File: config.mk
export PLATFORM = sky130hd
export DESIGN_NAME = host_port_suspend_irq_ctrl
export DESIGN_NICKNAME = d
export VERILOG_FILES = /design/src/rtl/host_port_suspend_irq_ctrl.v /design/src/rtl/suspend_ctrl.v /design/src/rtl/sync2.v
export VERILOG_INCLUDE_DIRS = /design/src /design/src/rtl
export SDC_FILE = /design/constraint.sdc
export NUM_CORES = 1
export LEC_CHECK = 0
export BUFFER_PORTS_ARGS = -buffer_cell sky130_fd_sc_hd__buf_4
export CORE_MARGIN = 2
export CORE_UTILIZATION = 49
export DETAILED_ROUTE_END_ITERATION = 7
export HOLD_SLACK_MARGIN = 0.02
export PLACE_DENSITY = 0.82
export RECOVER_POWER = 50
export SLEW_MARGIN = 20
export SYNTH_ARGS = -nofsm -noshare
export SYNTH_HDL_FRONTEND = slang
export SYNTH_SLANG_ARGS = --single-unit
File: constraint.sdc
create_clock -name clock -period 3.3 [get_ports clock]
set_clock_uncertainty 0.2 [all_clocks]
set_input_delay 0.165 -clock clock [delete_from_list [all_inputs] [get_ports clock]]
set_output_delay 0.165 -clock clock [all_outputs]
set_load 0.05 [all_outputs]
File: src/rtl/host_port_ctrl_regs.vh
// register map, field positions, reset values and codes of the host port control block
`ifndef HOST_PORT_CTRL_REGS_VH
`define HOST_PORT_CTRL_REGS_VH

`define ADDR_W 8
`define OFS_STROBE_IRQ_POLARITY 8'h00
`define OFS_SUSPEND_MANAGEMENT 8'h04
`define OFS_STROBE_IRQ_ENABLE 8'h08
`define OFS_IRQ_STATUS 8'h0C
`define OFS_IRQ_MASK 8'h10
`define OFS_PORT_STATUS 8'h14

`define POL_INVERT_BIT 2
`define SUS_IGNORE_BIT 0
`define SUS_GRACEFUL_BIT 1
`define EN_STROBE_BIT 2

`define REG16_RESET 16'h0000
`define POL_WR_MASK 16'h0004
`define SUS_WR_MASK 16'h0003

// interrupt status / mask layout
`define IRQ_W 3
`define IRQ_CPU_BIT 0
`define IRQ_HALTED_BIT 1
`define IRQ_RESUMED_BIT 2
`define IRQ_RESET 3'h0

// port status layout
`define PST_HALTED_BIT 0
`define PST_READY_BIT 1
`define PST_STROBE_BIT 2
`define PST_SUSPEND_BIT 3
`define PST_MUX8_BIT 4

`define RESP_OKAY 2'h0
`define RESP_SLVERR 2'h2

`endif

File: src/rtl/host_port_suspend_irq_ctrl.v
// host port strobe interrupt polarity, suspend policy and ready flag, AXI4-Lite slave
`include "host_port_ctrl_regs.vh"
module host_port_suspend_irq_ctrl (
   // clock and reset
   input wire clock,
   input wire rstn,
   // axi4-lite write address
   input wire [`ADDR_W-1:0] s_axi_awaddr,
   input wire s_axi_awvalid,
   output wire s_axi_awready,
   // axi4-lite write data
   input wire [31:0] s_axi_wdata,
   input wire [3:0] s_axi_wstrb,
   input wire s_axi_wvalid,
   output wire s_axi_wready,
   // axi4-lite write response
   output wire [1:0] s_axi_bresp,
   output wire s_axi_bvalid,
   input wire s_axi_bready,
   // axi4-lite read address
   input wire [`ADDR_W-1:0] s_axi_araddr,
   input wire s_axi_arvalid,
   output wire s_axi_arready,
   // axi4-lite read data
   output wire [31:0] s_axi_rdata,
   output wire [1:0] s_axi_rresp,
   output wire s_axi_rvalid,
   input wire s_axi_rready,
   // host pins and port state
   input wire strobe_pin_n,
   input wire mux8_mode,
   input wire host_to_cpu_irq_bit,
   input wire write_fifo_room,
   input wire ready_pin,
   // emulation suspend and activity
   input wire emu_suspend,
   input wire host_busy,
   input wire dma_busy,
   // outputs
   output wire cpu_irq_req,
   output wire dma_halt,
   output wire host_ready_flag,
   output wire irq
);
   reg [15:0] polarity_q;
   reg [15:0] suspend_q;
   reg [15:0] enable_q;
   reg [`IRQ_W-1:0] status_q;
   reg [`IRQ_W-1:0] status_d;
   reg [`IRQ_W-1:0] mask_q;
   reg cpu_req_q;
   reg strobe_q;
   reg hbit_q;
   reg ready_flag_q;
   reg aw_got_q;
   reg w_got_q;
   reg [`ADDR_W-1:0] awaddr_q;
   reg [31:0] wdata_q;
   reg [3:0] wstrb_q;
   reg bvalid_q;
   reg [1:0] bresp_q;
   reg rvalid_q;
   reg [31:0] rdata_q;
   reg [1:0] rresp_q;
   reg [31:0] rd_word;
   reg rd_ok;
   reg wr_ok;

   wire strobe_s;
   wire suspend_s;
   wire hbit_s;
   wire fifo_room_s;
   wire ready_pin_s;
   wire strobe_active;
   wire hbit_rise;
   wire strobe_rise;
   wire halt_event;
   wire resume_event;
   wire wr_fire;
   wire rd_fire;
   wire [31:0] wr_bits;

   // all pins from the host side pass two flip-flops first
   sync2 u_sync_strobe (
      .clock(clock),
      .rstn(rstn),
      .async_in(strobe_pin_n),
      .sync_out(strobe_s)
   );
   sync2 u_sync_suspend (
      .clock(clock),
      .rstn(rstn),
      .async_in(emu_suspend),
      .sync_out(suspend_s)
   );
   sync2 u_sync_hbit (
      .clock(clock),
      .rstn(rstn),
      .async_in(host_to_cpu_irq_bit),
      .sync_out(hbit_s)
   );
   sync2 u_sync_room (
      .clock(clock),
      .rstn(rstn),
      .async_in(write_fifo_room),
      .sync_out(fifo_room_s)
   );
   sync2 u_sync_rdy (
      .clock(clock),
      .rstn(rstn),
      .async_in(ready_pin),
      .sync_out(ready_pin_s)
   );

   // strobe request level: pin low without invert, pin high with invert
   assign strobe_active = mux8_mode & enable_q[`EN_STROBE_BIT] &
                          (polarity_q[`POL_INVERT_BIT] ? strobe_s : ~strobe_s);
   assign strobe_rise = strobe_active & ~strobe_q;
   assign hbit_rise = hbit_s & ~hbit_q;

   suspend_ctrl u_suspend (
      .clock(clock),
      .rstn(rstn),
      .ignore_suspend(suspend_q[`SUS_IGNORE_BIT]),
      .graceful_halt(suspend_q[`SUS_GRACEFUL_BIT]),
      .suspend_req(suspend_s),
      .host_busy(host_busy),
      .dma_busy(dma_busy),
      .dma_halt(dma_halt),
      .halt_event(halt_event),
      .resume_event(resume_event)
   );

   // one cpu request line, shared by strobe and host interrupt bit
   always @(posedge clock or negedge rstn) begin
      if (!rstn) begin
         strobe_q <= 1'b0;
         hbit_q <= 1'b0;
         cpu_req_q <= 1'b0;
         ready_flag_q <= 1'b0;
      end else begin
         strobe_q <= strobe_active;
         hbit_q <= hbit_s;
         cpu_req_q <= strobe_rise | hbit_rise;
         // flag follows fifo room, not the ready pin, so they may differ
         ready_flag_q <= fifo_room_s;
      end
   end

   assign cpu_irq_req = cpu_req_q;
   assign host_ready_flag = ready_flag_q;

   // ---- axi4-lite write side: address and data accepted in either order
   assign s_axi_awready = ~aw_got_q & ~bvalid_q;
   assign s_axi_wready = ~w_got_q & ~bvalid_q;
   assign wr_fire = aw_got_q & w_got_q & ~bvalid_q;
   assign wr_bits = wdata_q & {{8{wstrb_q[3]}}, {8{wstrb_q[2]}}, {8{wstrb_q[1]}},
                               {8{wstrb_q[0]}}};

   always @* begin
      case (awaddr_q)
         `OFS_STROBE_IRQ_POLARITY: wr_ok = 1'b1;
         `OFS_SUSPEND_MANAGEMENT: wr_ok = 1'b1;
         `OFS_STROBE_IRQ_ENABLE: wr_ok = 1'b1;
         `OFS_IRQ_STATUS: wr_ok = 1'b1;
         `OFS_IRQ_MASK: wr_ok = 1'b1;
         `OFS_PORT_STATUS: wr_ok = 1'b1;
         default: wr_ok = 1'b0;
      endcase
   end

   // sticky events; a new event in the clearing cycle wins
   always @* begin
      status_d = status_q;
      if (wr_fire && awaddr_q == `OFS_IRQ_STATUS) begin
         status_d = status_q & ~wr_bits[`IRQ_W-1:0];
      end
      status_d[`IRQ_CPU_BIT] = status_d[`IRQ_CPU_BIT] | strobe_rise | hbit_rise;
      status_d[`IRQ_HALTED_BIT] = status_d[`IRQ_HALTED_BIT] | halt_event;
      status_d[`IRQ_RESUMED_BIT] = status_d[`IRQ_RESUMED_BIT] | resume_event;
   end

   always @(posedge clock or negedge rstn) begin
      if (!rstn) begin
         aw_got_q <= 1'b0;
         w_got_q <= 1'b0;
         awaddr_q <= {`ADDR_W{1'b0}};
         wdata_q <= 32'h00000000;
         wstrb_q <= 4'h0;
         bvalid_q <= 1'b0;
         bresp_q <= `RESP_OKAY;
         polarity_q <= `REG16_RESET;
         suspend_q <= `REG16_RESET;
         enable_q <= `REG16_RESET;
         mask_q <= `IRQ_RESET;
         status_q <= `IRQ_RESET;
      end else begin
         status_q <= status_d;
         if (s_axi_awvalid && s_axi_awready) begin
            aw_got_q <= 1'b1;
            awaddr_q <= s_axi_awaddr;
         end
         if (s_axi_wvalid && s_axi_wready) begin
            w_got_q <= 1'b1;
            wdata_q <= s_axi_wdata;
            wstrb_q <= s_axi_wstrb;
         end
         if (wr_fire) begin
            aw_got_q <= 1'b0;
            w_got_q <= 1'b0;
            bvalid_q <= 1'b1;
            bresp_q <= wr_ok ? `RESP_OKAY : `RESP_SLVERR;
            // reserved bits are held at zero whatever software writes
            case (awaddr_q)
               `OFS_STROBE_IRQ_POLARITY: begin
                  polarity_q <= wr_bits[15:0] & `POL_WR_MASK;
               end
               `OFS_SUSPEND_MANAGEMENT: begin
                  suspend_q <= wr_bits[15:0] & `SUS_WR_MASK;
               end
               `OFS_STROBE_IRQ_ENABLE: begin
                  enable_q <= wr_bits[15:0] & `POL_WR_MASK;
               end
               `OFS_IRQ_MASK: begin
                  mask_q <= wr_bits[`IRQ_W-1:0];
               end
               default: begin
               end
            endcase
         end else if (bvalid_q && s_axi_bready) begin
            bvalid_q <= 1'b0;
         end
      end
   end

   assign s_axi_bvalid = bvalid_q;
   assign s_axi_bresp = bresp_q;

   // ---- axi4-lite read side
   assign s_axi_arready = ~rvalid_q;
   assign rd_fire = s_axi_arvalid & ~rvalid_q;

   always @* begin
      rd_word = 32'h00000000;
      rd_ok = 1'b1;
      case (s_axi_araddr)
         `OFS_STROBE_IRQ_POLARITY: rd_word[15:0] = polarity_q;
         `OFS_SUSPEND_MANAGEMENT: rd_word[15:0] = suspend_q;
         `OFS_STROBE_IRQ_ENABLE: rd_word[15:0] = enable_q;
         `OFS_IRQ_STATUS: rd_word[`IRQ_W-1:0] = status_q;
         `OFS_IRQ_MASK: rd_word[`IRQ_W-1:0] = mask_q;
         `OFS_PORT_STATUS: begin
            rd_word[`PST_HALTED_BIT] = dma_halt;
            rd_word[`PST_READY_BIT] = ready_flag_q;
            rd_word[`PST_STROBE_BIT] = ready_pin_s & strobe_s;
            rd_word[`PST_SUSPEND_BIT] = suspend_s;
            rd_word[`PST_MUX8_BIT] = mux8_mode;
         end
         default: rd_ok = 1'b0;
      endcase
   end

   always @(posedge clock or negedge rstn) begin
      if (!rstn) begin
         rvalid_q <= 1'b0;
         rdata_q <= 32'h00000000;
         rresp_q <= `RESP_OKAY;
      end else if (rd_fire) begin
         rvalid_q <= 1'b1;
         rdata_q <= rd_word;
         rresp_q <= rd_ok ? `RESP_OKAY : `RESP_SLVERR;
      end else if (rvalid_q && s_axi_rready) begin
         rvalid_q <= 1'b0;
      end
   end

   assign s_axi_rvalid = rvalid_q;
   assign s_axi_rdata = rdata_q;
   assign s_axi_rresp = rresp_q;

   assign irq = |(status_q & mask_q);
endmodule // host_port_suspend_irq_ctrl

File: src/rtl/suspend_ctrl.v
// emulation suspend policy: run free or soft stop after current transfers
`include "host_port_ctrl_regs.vh"
module suspend_ctrl (
   // clock and reset
   input wire clock,
   input wire rstn,
   // policy bits
   input wire ignore_suspend,
   input wire graceful_halt,
   // suspend request and activity
   input wire suspend_req,
   input wire host_busy,
   input wire dma_busy,
   // results
   output wire dma_halt,
   output wire halt_event,
   output wire resume_event
);
   reg halted_q;
   wire stop_wanted;
   wire idle;

   assign stop_wanted = suspend_req & ~ignore_suspend & graceful_halt;
   assign idle = ~host_busy & ~dma_busy;

   always @(posedge clock or negedge rstn) begin
      if (!rstn) begin
         halted_q <= 1'b0;
      end else if (!halted_q) begin
         // halt only once nothing is in flight so no transfer is cut in half
         if (stop_wanted && idle) begin
            halted_q <= 1'b1;
         end
      end else if (!stop_wanted) begin
         halted_q <= 1'b0;
      end
   end

   assign dma_halt = halted_q;
   assign halt_event = ~halted_q & stop_wanted & idle;
   assign resume_event = halted_q & ~stop_wanted;
endmodule // suspend_ctrl

File: src/rtl/sync2.v
// two-flop synchroniser for a single level from outside the clock domain
module sync2 (
   // clock and reset
   input wire clock,
   input wire rstn,
   // level in and out
   input wire async_in,
   output wire sync_out
);
   reg meta_q;
   reg sync_q;

   always @(posedge clock or negedge rstn) begin
      if (!rstn) begin
         meta_q <= 1'b0;
         sync_q <= 1'b0;
      end else begin
         meta_q <= async_in;
         sync_q <= meta_q;
      end
   end

   assign sync_out = sync_q;
endmodule // sync2

==> flow_metrics.env, run 1 <==
export IMPL_layout_cells_non_filler=311
export IMPL_cts_made_buffers=5
export IMPL_final_area_um2=2950
export IMPL_setup_tns_ns=0
export IMPL_hold_violations=0
export IMPL_tightest_slew_ns=1.13
export IMPL_ant_nets=0
export IMPL_place_area_um2=2560
export IMPL_clk_path_buf_depth=2
export IMPL_nFillCells=341
export IMPL_syn_cell_area_um2=2270
export IMPL_intPower_mw=1.28
export IMPL_combinationalPowerShare_pct=32.7
export IMPL_regArea_um2=1200
export IMPL_grt_antenna_before_repair=0
export IMPL_run_status="finished, final reports clean"
export IMPL_hpwl_um=2930
export IMPL_ys_seq_area_share_pct=53.0
export IMPL_end_kind="flip-flop"
export IMPL_num_vias=1586
export IMPL_gr_max_usage_layer="met2"
export IMPL_routed_wl_um=4130
export IMPL_cts_resized=0
export IMPL_ios=112
export IMPL_worst_ep_arrival_time_ns=2.19
export IMPL_grtUsageMet1_pct=21.3
export IMPL_fin_ws_ns=1.09
export IMPL_period_share_pct=66.9
export IMPL_reg2reg_depth=3
export IMPL_place_inst=278
export IMPL_cts_clk_slew_worst_paths_ns=0.09
export IMPL_grt_max_degree=49
export IMPL_cts_tree="done"
export IMPL_area_growth_pct=30.1
export IMPL_cp_slowest_stage_delay_ns=0.76
export IMPL_grtUsageTotal_pct=17.2
export IMPL_switching_share_pct=36.0
export IMPL_power_density_nw_per_um2=678
export IMPL_fin_nets=325
export IMPL_grt_use_met3_pct=4.17
export IMPL_synth_area_per_cell_um2=12.4
export IMPL_crit_buf_inv=0
export IMPL_row_count=24
export IMPL_critPathSlowestCell="or4b_1"
export IMPL_cts_root_buf="clkbuf_8"
export IMPL_maxClockFrequency_ghz=0.453
export IMPL_initial_utilization_pct=51.4
export IMPL_worst_skew_pair_late_latency_ns=0.30
export IMPL_yosysUniqueCellTypes=40
export IMPL_dieArea_um2=5190
export IMPL_first_pass_iters=4
export IMPL_core_area_um2=4410
export IMPL_synthFlopType="dfrtp_1"
export IMPL_met2_usage_pct=28.7
export IMPL_fp_dieW_um=72.0
export IMPL_grt_pass1_wl_um=6910
export IMPL_hold_path_class="primary input to flip-flop"
export IMPL_critPathRequiredTime_ns=3.29
export IMPL_switchingPower_mw=0.720
export IMPL_drc=0
export IMPL_drv_cap=0
export IMPL_crit_cells=3
export IMPL_yosysWarnings=0
export IMPL_drtIter0Drc=77
export IMPL_synth_edf_count=0
export IMPL_avgRoutedWirePerCell_um=13.3
export IMPL_setup_viol=0
export IMPL_viasPerCell=5.10
export IMPL_n_antenna_cell=0
export IMPL_crit_type="flip-flop to flip-flop"
export IMPL_timing_hold_ws_ns=0.0212
export IMPL_p_seq_share_pct=42.4
export IMPL_p_leak_nw=1.41
export IMPL_hold_depth=3
export IMPL_cp_start_kind="flip-flop"
export IMPL_cp_cell_sequence="or4b_1, nor4_4, mux2_1"
export IMPL_synth_async_reset_ratio_pct=100
export IMPL_power_mw=2.00
export IMPL_gp_congestion=0.794
export IMPL_vdd_ir_drop_max_mv=0.449
export IMPL_power_frac_clock_pct=24.9
export IMPL_path_delay_family="simple AND/OR/NAND/NOR gates"
export IMPL_multiInputGateArea_um2=892
export IMPL_rsz0062_at_grt="false"
export IMPL_clock_sinks=48
export IMPL_synth_seq_cells=48
export IMPL_grt_overflow=0
export IMPL_utilization_pct=66.8
export IMPL_portBuffers=50
export IMPL_place_ws_ns=1.09
export IMPL_htreeDepth=2
export IMPL_slew_viol_final=0
export IMPL_syn_inst=183
export IMPL_slew_limit_headroom_pct=24.4
export IMPL_grt_pass1_vias=1512
export IMPL_drive_gt1_share_pct=31.3
export IMPL_fp_dieH_um=72.0
export IMPL_cp_max_fo=7
export IMPL_min_period_ns=2.21
## cell type report
type / instances / share of cell area [%]
Inverter: 8 / 1.02
Sequential cell: 48 / 40.7
Clock buffer: 5 / 2.33
Clock inverter: 3 / 2.33
Multi-Input combinational cell: 120 / 30.3
Tap cell: 52 / 2.21
Timing Repair Buffer: 75 / 21.1
## synthesized netlist by cell type (all sizes together), types with 2 or more instances
library cell / number / area share (%)
dfrtp: 48 / 53
buf: 31 / 10
mux2: 20 / 9.9
inv: 8 / 1.3
a22o: 5 / 1.9
and2: 5 / 1.4
nand2: 5 / 0.83
o21ai: 5 / 1.1
clkbuf: 4 / 0.66
nand2b: 4 / 1.1
nand4b: 4 / 1.5
nor2: 4 / 0.66
nor4: 4 / 2.4
nand3b: 3 / 0.99
a211oi: 2 / 0.66
and3: 2 / 0.55
mux2i: 2 / 0.88
nor2b: 2 / 0.55
nor4b: 2 / 1.3
o211ai: 2 / 0.66
o221ai: 2 / 0.77
o31ai: 2 / 0.66
or4: 2 / 0.66
or4b: 2 / 0.88
or4bb: 2 / 0.99
## logic make-up after synthesis
| family | count (synthesis) | synth area share (%) |
|---|---|---|
| buffers and inverters | 43 | 12.3 |
| DFF | 48 | 53.0 |
| other | 1 | 0.165 |
| muxes | 23 | 11.8 |
| AOI/OAI and AO/OA | 24 | 7.84 |
| and+or+nand+nor | 43 | 14.5 |
| xor gates and xnor gates | 1 | 0.386 |
## what timing repair did
| item | 4_1_cts | 5_1_grt |
|---|---|---|
| buffers inserted | 0 | 0 |
| endpoints found under the hold margin | 75 | 0 |
| hold buffers | 25 | 0 |
## metal layers
metal  wire, µm  vias to the layer above
met5          0                        -
met1       1700                      766
li1           -                      744
met4         86                        0
met2       2100                       68
met3        245                        8
## layout by cell type, fill, tap and decap left out, types with 3 or more instances in the layout
cell	n
dfrtp_1	48
clkbuf_4	5
mux2_2	17
and2_1	5
buf_4	44
a22o_1	5
nor2_1	4
nand2_1	5
nand4b_1	4
mux2_1	3
clkbuf_8	5
inv_1	8
o21ai_0	5
conb_1	29
dlygate4sd3_1	25
nand3b_1	3
nand2b_1	4
## path summary, 6_finish.rpt
check,start,endpoint,slack [ns]
worst max-delay path,s_axi_bvalid,mask_q[1],1.09
worst min-delay path,s_axi_araddr[3],s_axi_rresp[1],0.02
worst max register to register,s_axi_bvalid,mask_q[1],1.09
worst min register to register,u_sync_strobe.meta_q,u_sync_strobe.sync_out,0.15
max in group asynchronous,rstn,s_axi_bresp[1],1.78
min in group asynchronous,rstn,u_sync_hbit.meta_q,0.43
## tightest hold or removal path, stage by stage
cell and delay [ns]:
buf_4 0.12, a211oi_1 0.07, o21ai_0 0.13
## power by group through the flow
stage	clock network [mW]	logic [mW]	registers, mW
2_1_floorplan	0	0.464	0.875
3_3_place_gp	0	0.617	0.846
3_5_place_dp	0	0.632	0.857
4_1_cts	0.510	0.657	0.846
5_1_grt	0.536	0.701	0.866
6_report	0.497	0.654	0.848
## sequential cells by signal, indices dropped and copies added (netlist names), 2 cells and up
signal,flops
awaddr_q,8
mask_q,3
s_axi_rdata,5
status_q,3
suspend_q,2
wdata_q,3
Power figures use the tool's default switching activity.
==> inputs of run 2 (changes only) <==
--- a/config.mk
+++ b/config.mk
@@ -6,12 +6,13 @@
 export SDC_FILE = /design/constraint.sdc
 export NUM_CORES = 1
 export LEC_CHECK = 0
+export ABC_AREA = 1
 export BUFFER_PORTS_ARGS = -buffer_cell sky130_fd_sc_hd__buf_4
 export CORE_MARGIN = 2
-export CORE_UTILIZATION = 49
+export CORE_UTILIZATION = 41
 export DETAILED_ROUTE_END_ITERATION = 7
 export HOLD_SLACK_MARGIN = 0.02
-export PLACE_DENSITY = 0.82
+export PLACE_DENSITY = 0.73
 export RECOVER_POWER = 50
 export SLEW_MARGIN = 20
 export SYNTH_ARGS = -nofsm -noshare
==> constraint.sdc (replaced) <==
create_clock -name clock -period 1.9 [get_ports clock]
set_clock_uncertainty 0.2 [all_clocks]
set_input_delay 0.095 -clock clock [delete_from_list [all_inputs] [get_ports clock]]
set_output_delay 0.095 -clock clock [all_outputs]
set_load 0.05 [all_outputs]
==> run 2 against run 1 <==
  * Critical path depth increased by 5
  * Combinational power rose by 61%
  * Die area increased by 17%
  * Sequential power grew 64%
  * Largest cell class unchanged
  * Synthesized area shrank 1.2%
  * Highest routed layer unchanged
  * Clock-buffer cell count stayed put
  * Via count is 15% higher
  * Hold slack improved by 0.058 ns
  * Total power grew 59%
  * Sequential cell count did not move
  * Wire length up 2.7%
  * Non-clock buffer count increased by 8
==> flow_metrics.env, run 2 <==
export IMPL_hpwl_um=3010
export IMPL_cts_tree="done"
export IMPL_syn_inst=246
export IMPL_slew_viol_final=0
export IMPL_min_period_ns=1.76
export IMPL_portBuffers=50
export IMPL_first_pass_iters=4
export IMPL_end_kind="flip-flop"
export IMPL_synth_area_per_cell_um2=9.11
export IMPL_synthTopCellsByArea="dfrtp_1, buf_4, nand2_1, nand3_1, inv_1"
export IMPL_critPathRequiredTime_ns=1.94
export IMPL_drv_cap=0
export IMPL_cts_clk_slew_worst_paths_ns=0.09
export IMPL_regArea_um2=1200
export IMPL_viasPerCell=4.48
export IMPL_grt_antenna_before_repair=0
export IMPL_initial_utilization_pct=43.1
export IMPL_setup_viol=0
export IMPL_htreeDepth=2
export IMPL_r2r_start="s_axi_rvalid"
export IMPL_fp_dieH_um=77.9
export IMPL_layout_cells_non_filler=405
export IMPL_postCtsSetupBuffers=0
export IMPL_place_ws_ns=0.317
export IMPL_hold_violations=0
export IMPL_largest_reg_flops=8
export IMPL_grt_pass1_wl_um=7530
export IMPL_vdd_ir_drop_max_mv=1.08
export IMPL_synth_seq_cells=48
export IMPL_largest_register="awaddr_q"
export IMPL_yosys_area_top_type="dfrtp_1"
export IMPL_synthTopCellsByCount="nand2_1, dfrtp_1, buf_4, inv_1, nand3_1"
export IMPL_synth_edf_count=0
export IMPL_min_from="s_axi_araddr[4]"
export IMPL_worst_skew_pair_late_latency_ns=0.30
export IMPL_drc=0
export IMPL_row_count=26
export IMPL_synthMostInstantiatedCell="nand2_1"
export IMPL_power_mw=3.18
export IMPL_cts_made_buffers=5
export IMPL_cp_max_fo=4
export IMPL_cp_start_kind="primary input"
export IMPL_dieArea_um2=6070
export IMPL_period_share_pct=92.7
export IMPL_yosysWarnings=0
export IMPL_setup_tns_ns=0
export IMPL_power_density_nw_per_um2=1050
export IMPL_area_growth_pct=35.3
export IMPL_worst_ep_arrival_time_ns=1.81
export IMPL_p_leak_nw=1.53
export IMPL_syn_cell_area_um2=2240
export IMPL_fin_nets=401
export IMPL_grt_overflow=0
export IMPL_fp_dieW_um=77.9
export IMPL_gp_congestion=0.816
export IMPL_place_inst=364
export IMPL_ant_nets=0
export IMPL_synth_async_reset_ratio_pct=100
export IMPL_cts_root_buf="clkbuf_8"
export IMPL_nFillCells=448
export IMPL_drive_gt1_share_pct=23.0
export IMPL_clk_path_buf_depth=2
export IMPL_num_vias=1816
export IMPL_multiInputGateArea_um2=838
export IMPL_crit_type="primary input to flip-flop"
export IMPL_run_status="finished, final reports clean"
export IMPL_maxClockFrequency_ghz=0.568
export IMPL_utilization_pct=58.2
export IMPL_avgRoutedWirePerCell_um=10.5
export IMPL_slew_limit_headroom_pct=24.3
export IMPL_layout_cells_most_common="nand2_1"
export IMPL_grtUsageTotal_pct=15.6
export IMPL_grt_pass1_vias=1735
export IMPL_ys_seq_area_share_pct=53.6
export IMPL_n_antenna_cell=0
export IMPL_rsz0062_at_grt="false"
export IMPL_grt_max_degree=49
export IMPL_fin_ws_ns=0.138
export IMPL_ios=112
export IMPL_drtIter0Drc=75
export IMPL_final_cell_mix="nand2_1, dfrtp_1, buf_4"
export IMPL_clock_sinks=48
export IMPL_routed_wl_um=4240
export IMPL_hold_path_class="primary input to flip-flop"
export IMPL_yosysUniqueCellTypes=24
export IMPL_core_area_um2=5200
export IMPL_synthFlopType="dfrtp_1"
export IMPL_startpoint="s_axi_araddr[3]"
export IMPL_synth_top_area_share_pct=53.6
export IMPL_tightest_slew_ns=1.13
run 2: critical path, cell delays in order:
cell           delay (ns)
dlygate4sd3_1        0.54
buf_4                0.15
inv_2                0.07
nand4_1              0.11
nor2_1               0.13
nand3_1              0.07
dlygate4sd3_1        0.56
nand2_1              0.07
run 2: path summary, 6_finish.rpt:
path / endpoint / slack [ns] / depth (start not counted)
setup reg to reg: s_axi_rdata[4] / 0.15 / 6
setup / recovery: s_axi_rdata[4] / 0.14 / 8
max in group asynchronous: awaddr_q[2] / 0.46 / 2
hold / removal: s_axi_rresp[1] / 0.08 / 6
hold reg to reg: u_sync_hbit.sync_out / 0.15 / 0
min in group asynchronous: cpu_irq_req / 0.35 / 2
run 2: area by class of cell:
type | count | area share, %
Clock buffer | 5 | 2.27
Clock inverter | 3 | 1.40
Inverter | 24 | 2.97
Multi-Input combinational cell | 172 | 27.7
Sequential cell | 48 | 39.6
Tap cell | 70 | 2.89
Timing Repair Buffer | 83 | 23.2
run 2: logic make-up (layout without fill, tap and decap cells):
group | count (synthesis) | count (layout) | synth area share, %
compound gates | 20 | 20 | 4.63
mux | 9 | 9 | 5.02
flops | 48 | 48 | 53.6
simple gates | 114 | 114 | 22.3
buf+inv | 54 | 115 | 14.2
other cells | 1 | 29 | 0.167
run 2: where the power goes:
part	switching [mW]	internal, mW	total, mW
Sequential	0.170	1.22	1.39
Clock	0.341	0.389	0.731
Combinational	0.663	0.392	1.05
Total	1.17	2.00	3.18
run 2: what timing repair did:
action	4_1_cts	5_1_grt
hold buffers	33	0
hold endpoints to repair	78	0
gates resized for setup	0	1
endpoints found under the setup margin	0	1
run 2: routing by layer:
layer | vias up | part of all wire (%) | track usage (%)
met5 | - | 0 | 0
met4 | 0 | 1.1 | 4.74
met3 | 6 | 6.5 | 3.72
met2 | 79 | 49 | 26.5
met1 | 829 | 43 | 19.8
li1 | 902 | - | -
run 2: per-stage QoR:
step	hold slack, ns	cell area, µm²
final	0.0796	3030
after global routing	0.0983	3030
after CTS	0.0684	3030
after detailed placement	-0.0586	2590
after global placement	-0.0638	2590
after floorplan	-0.401	2360
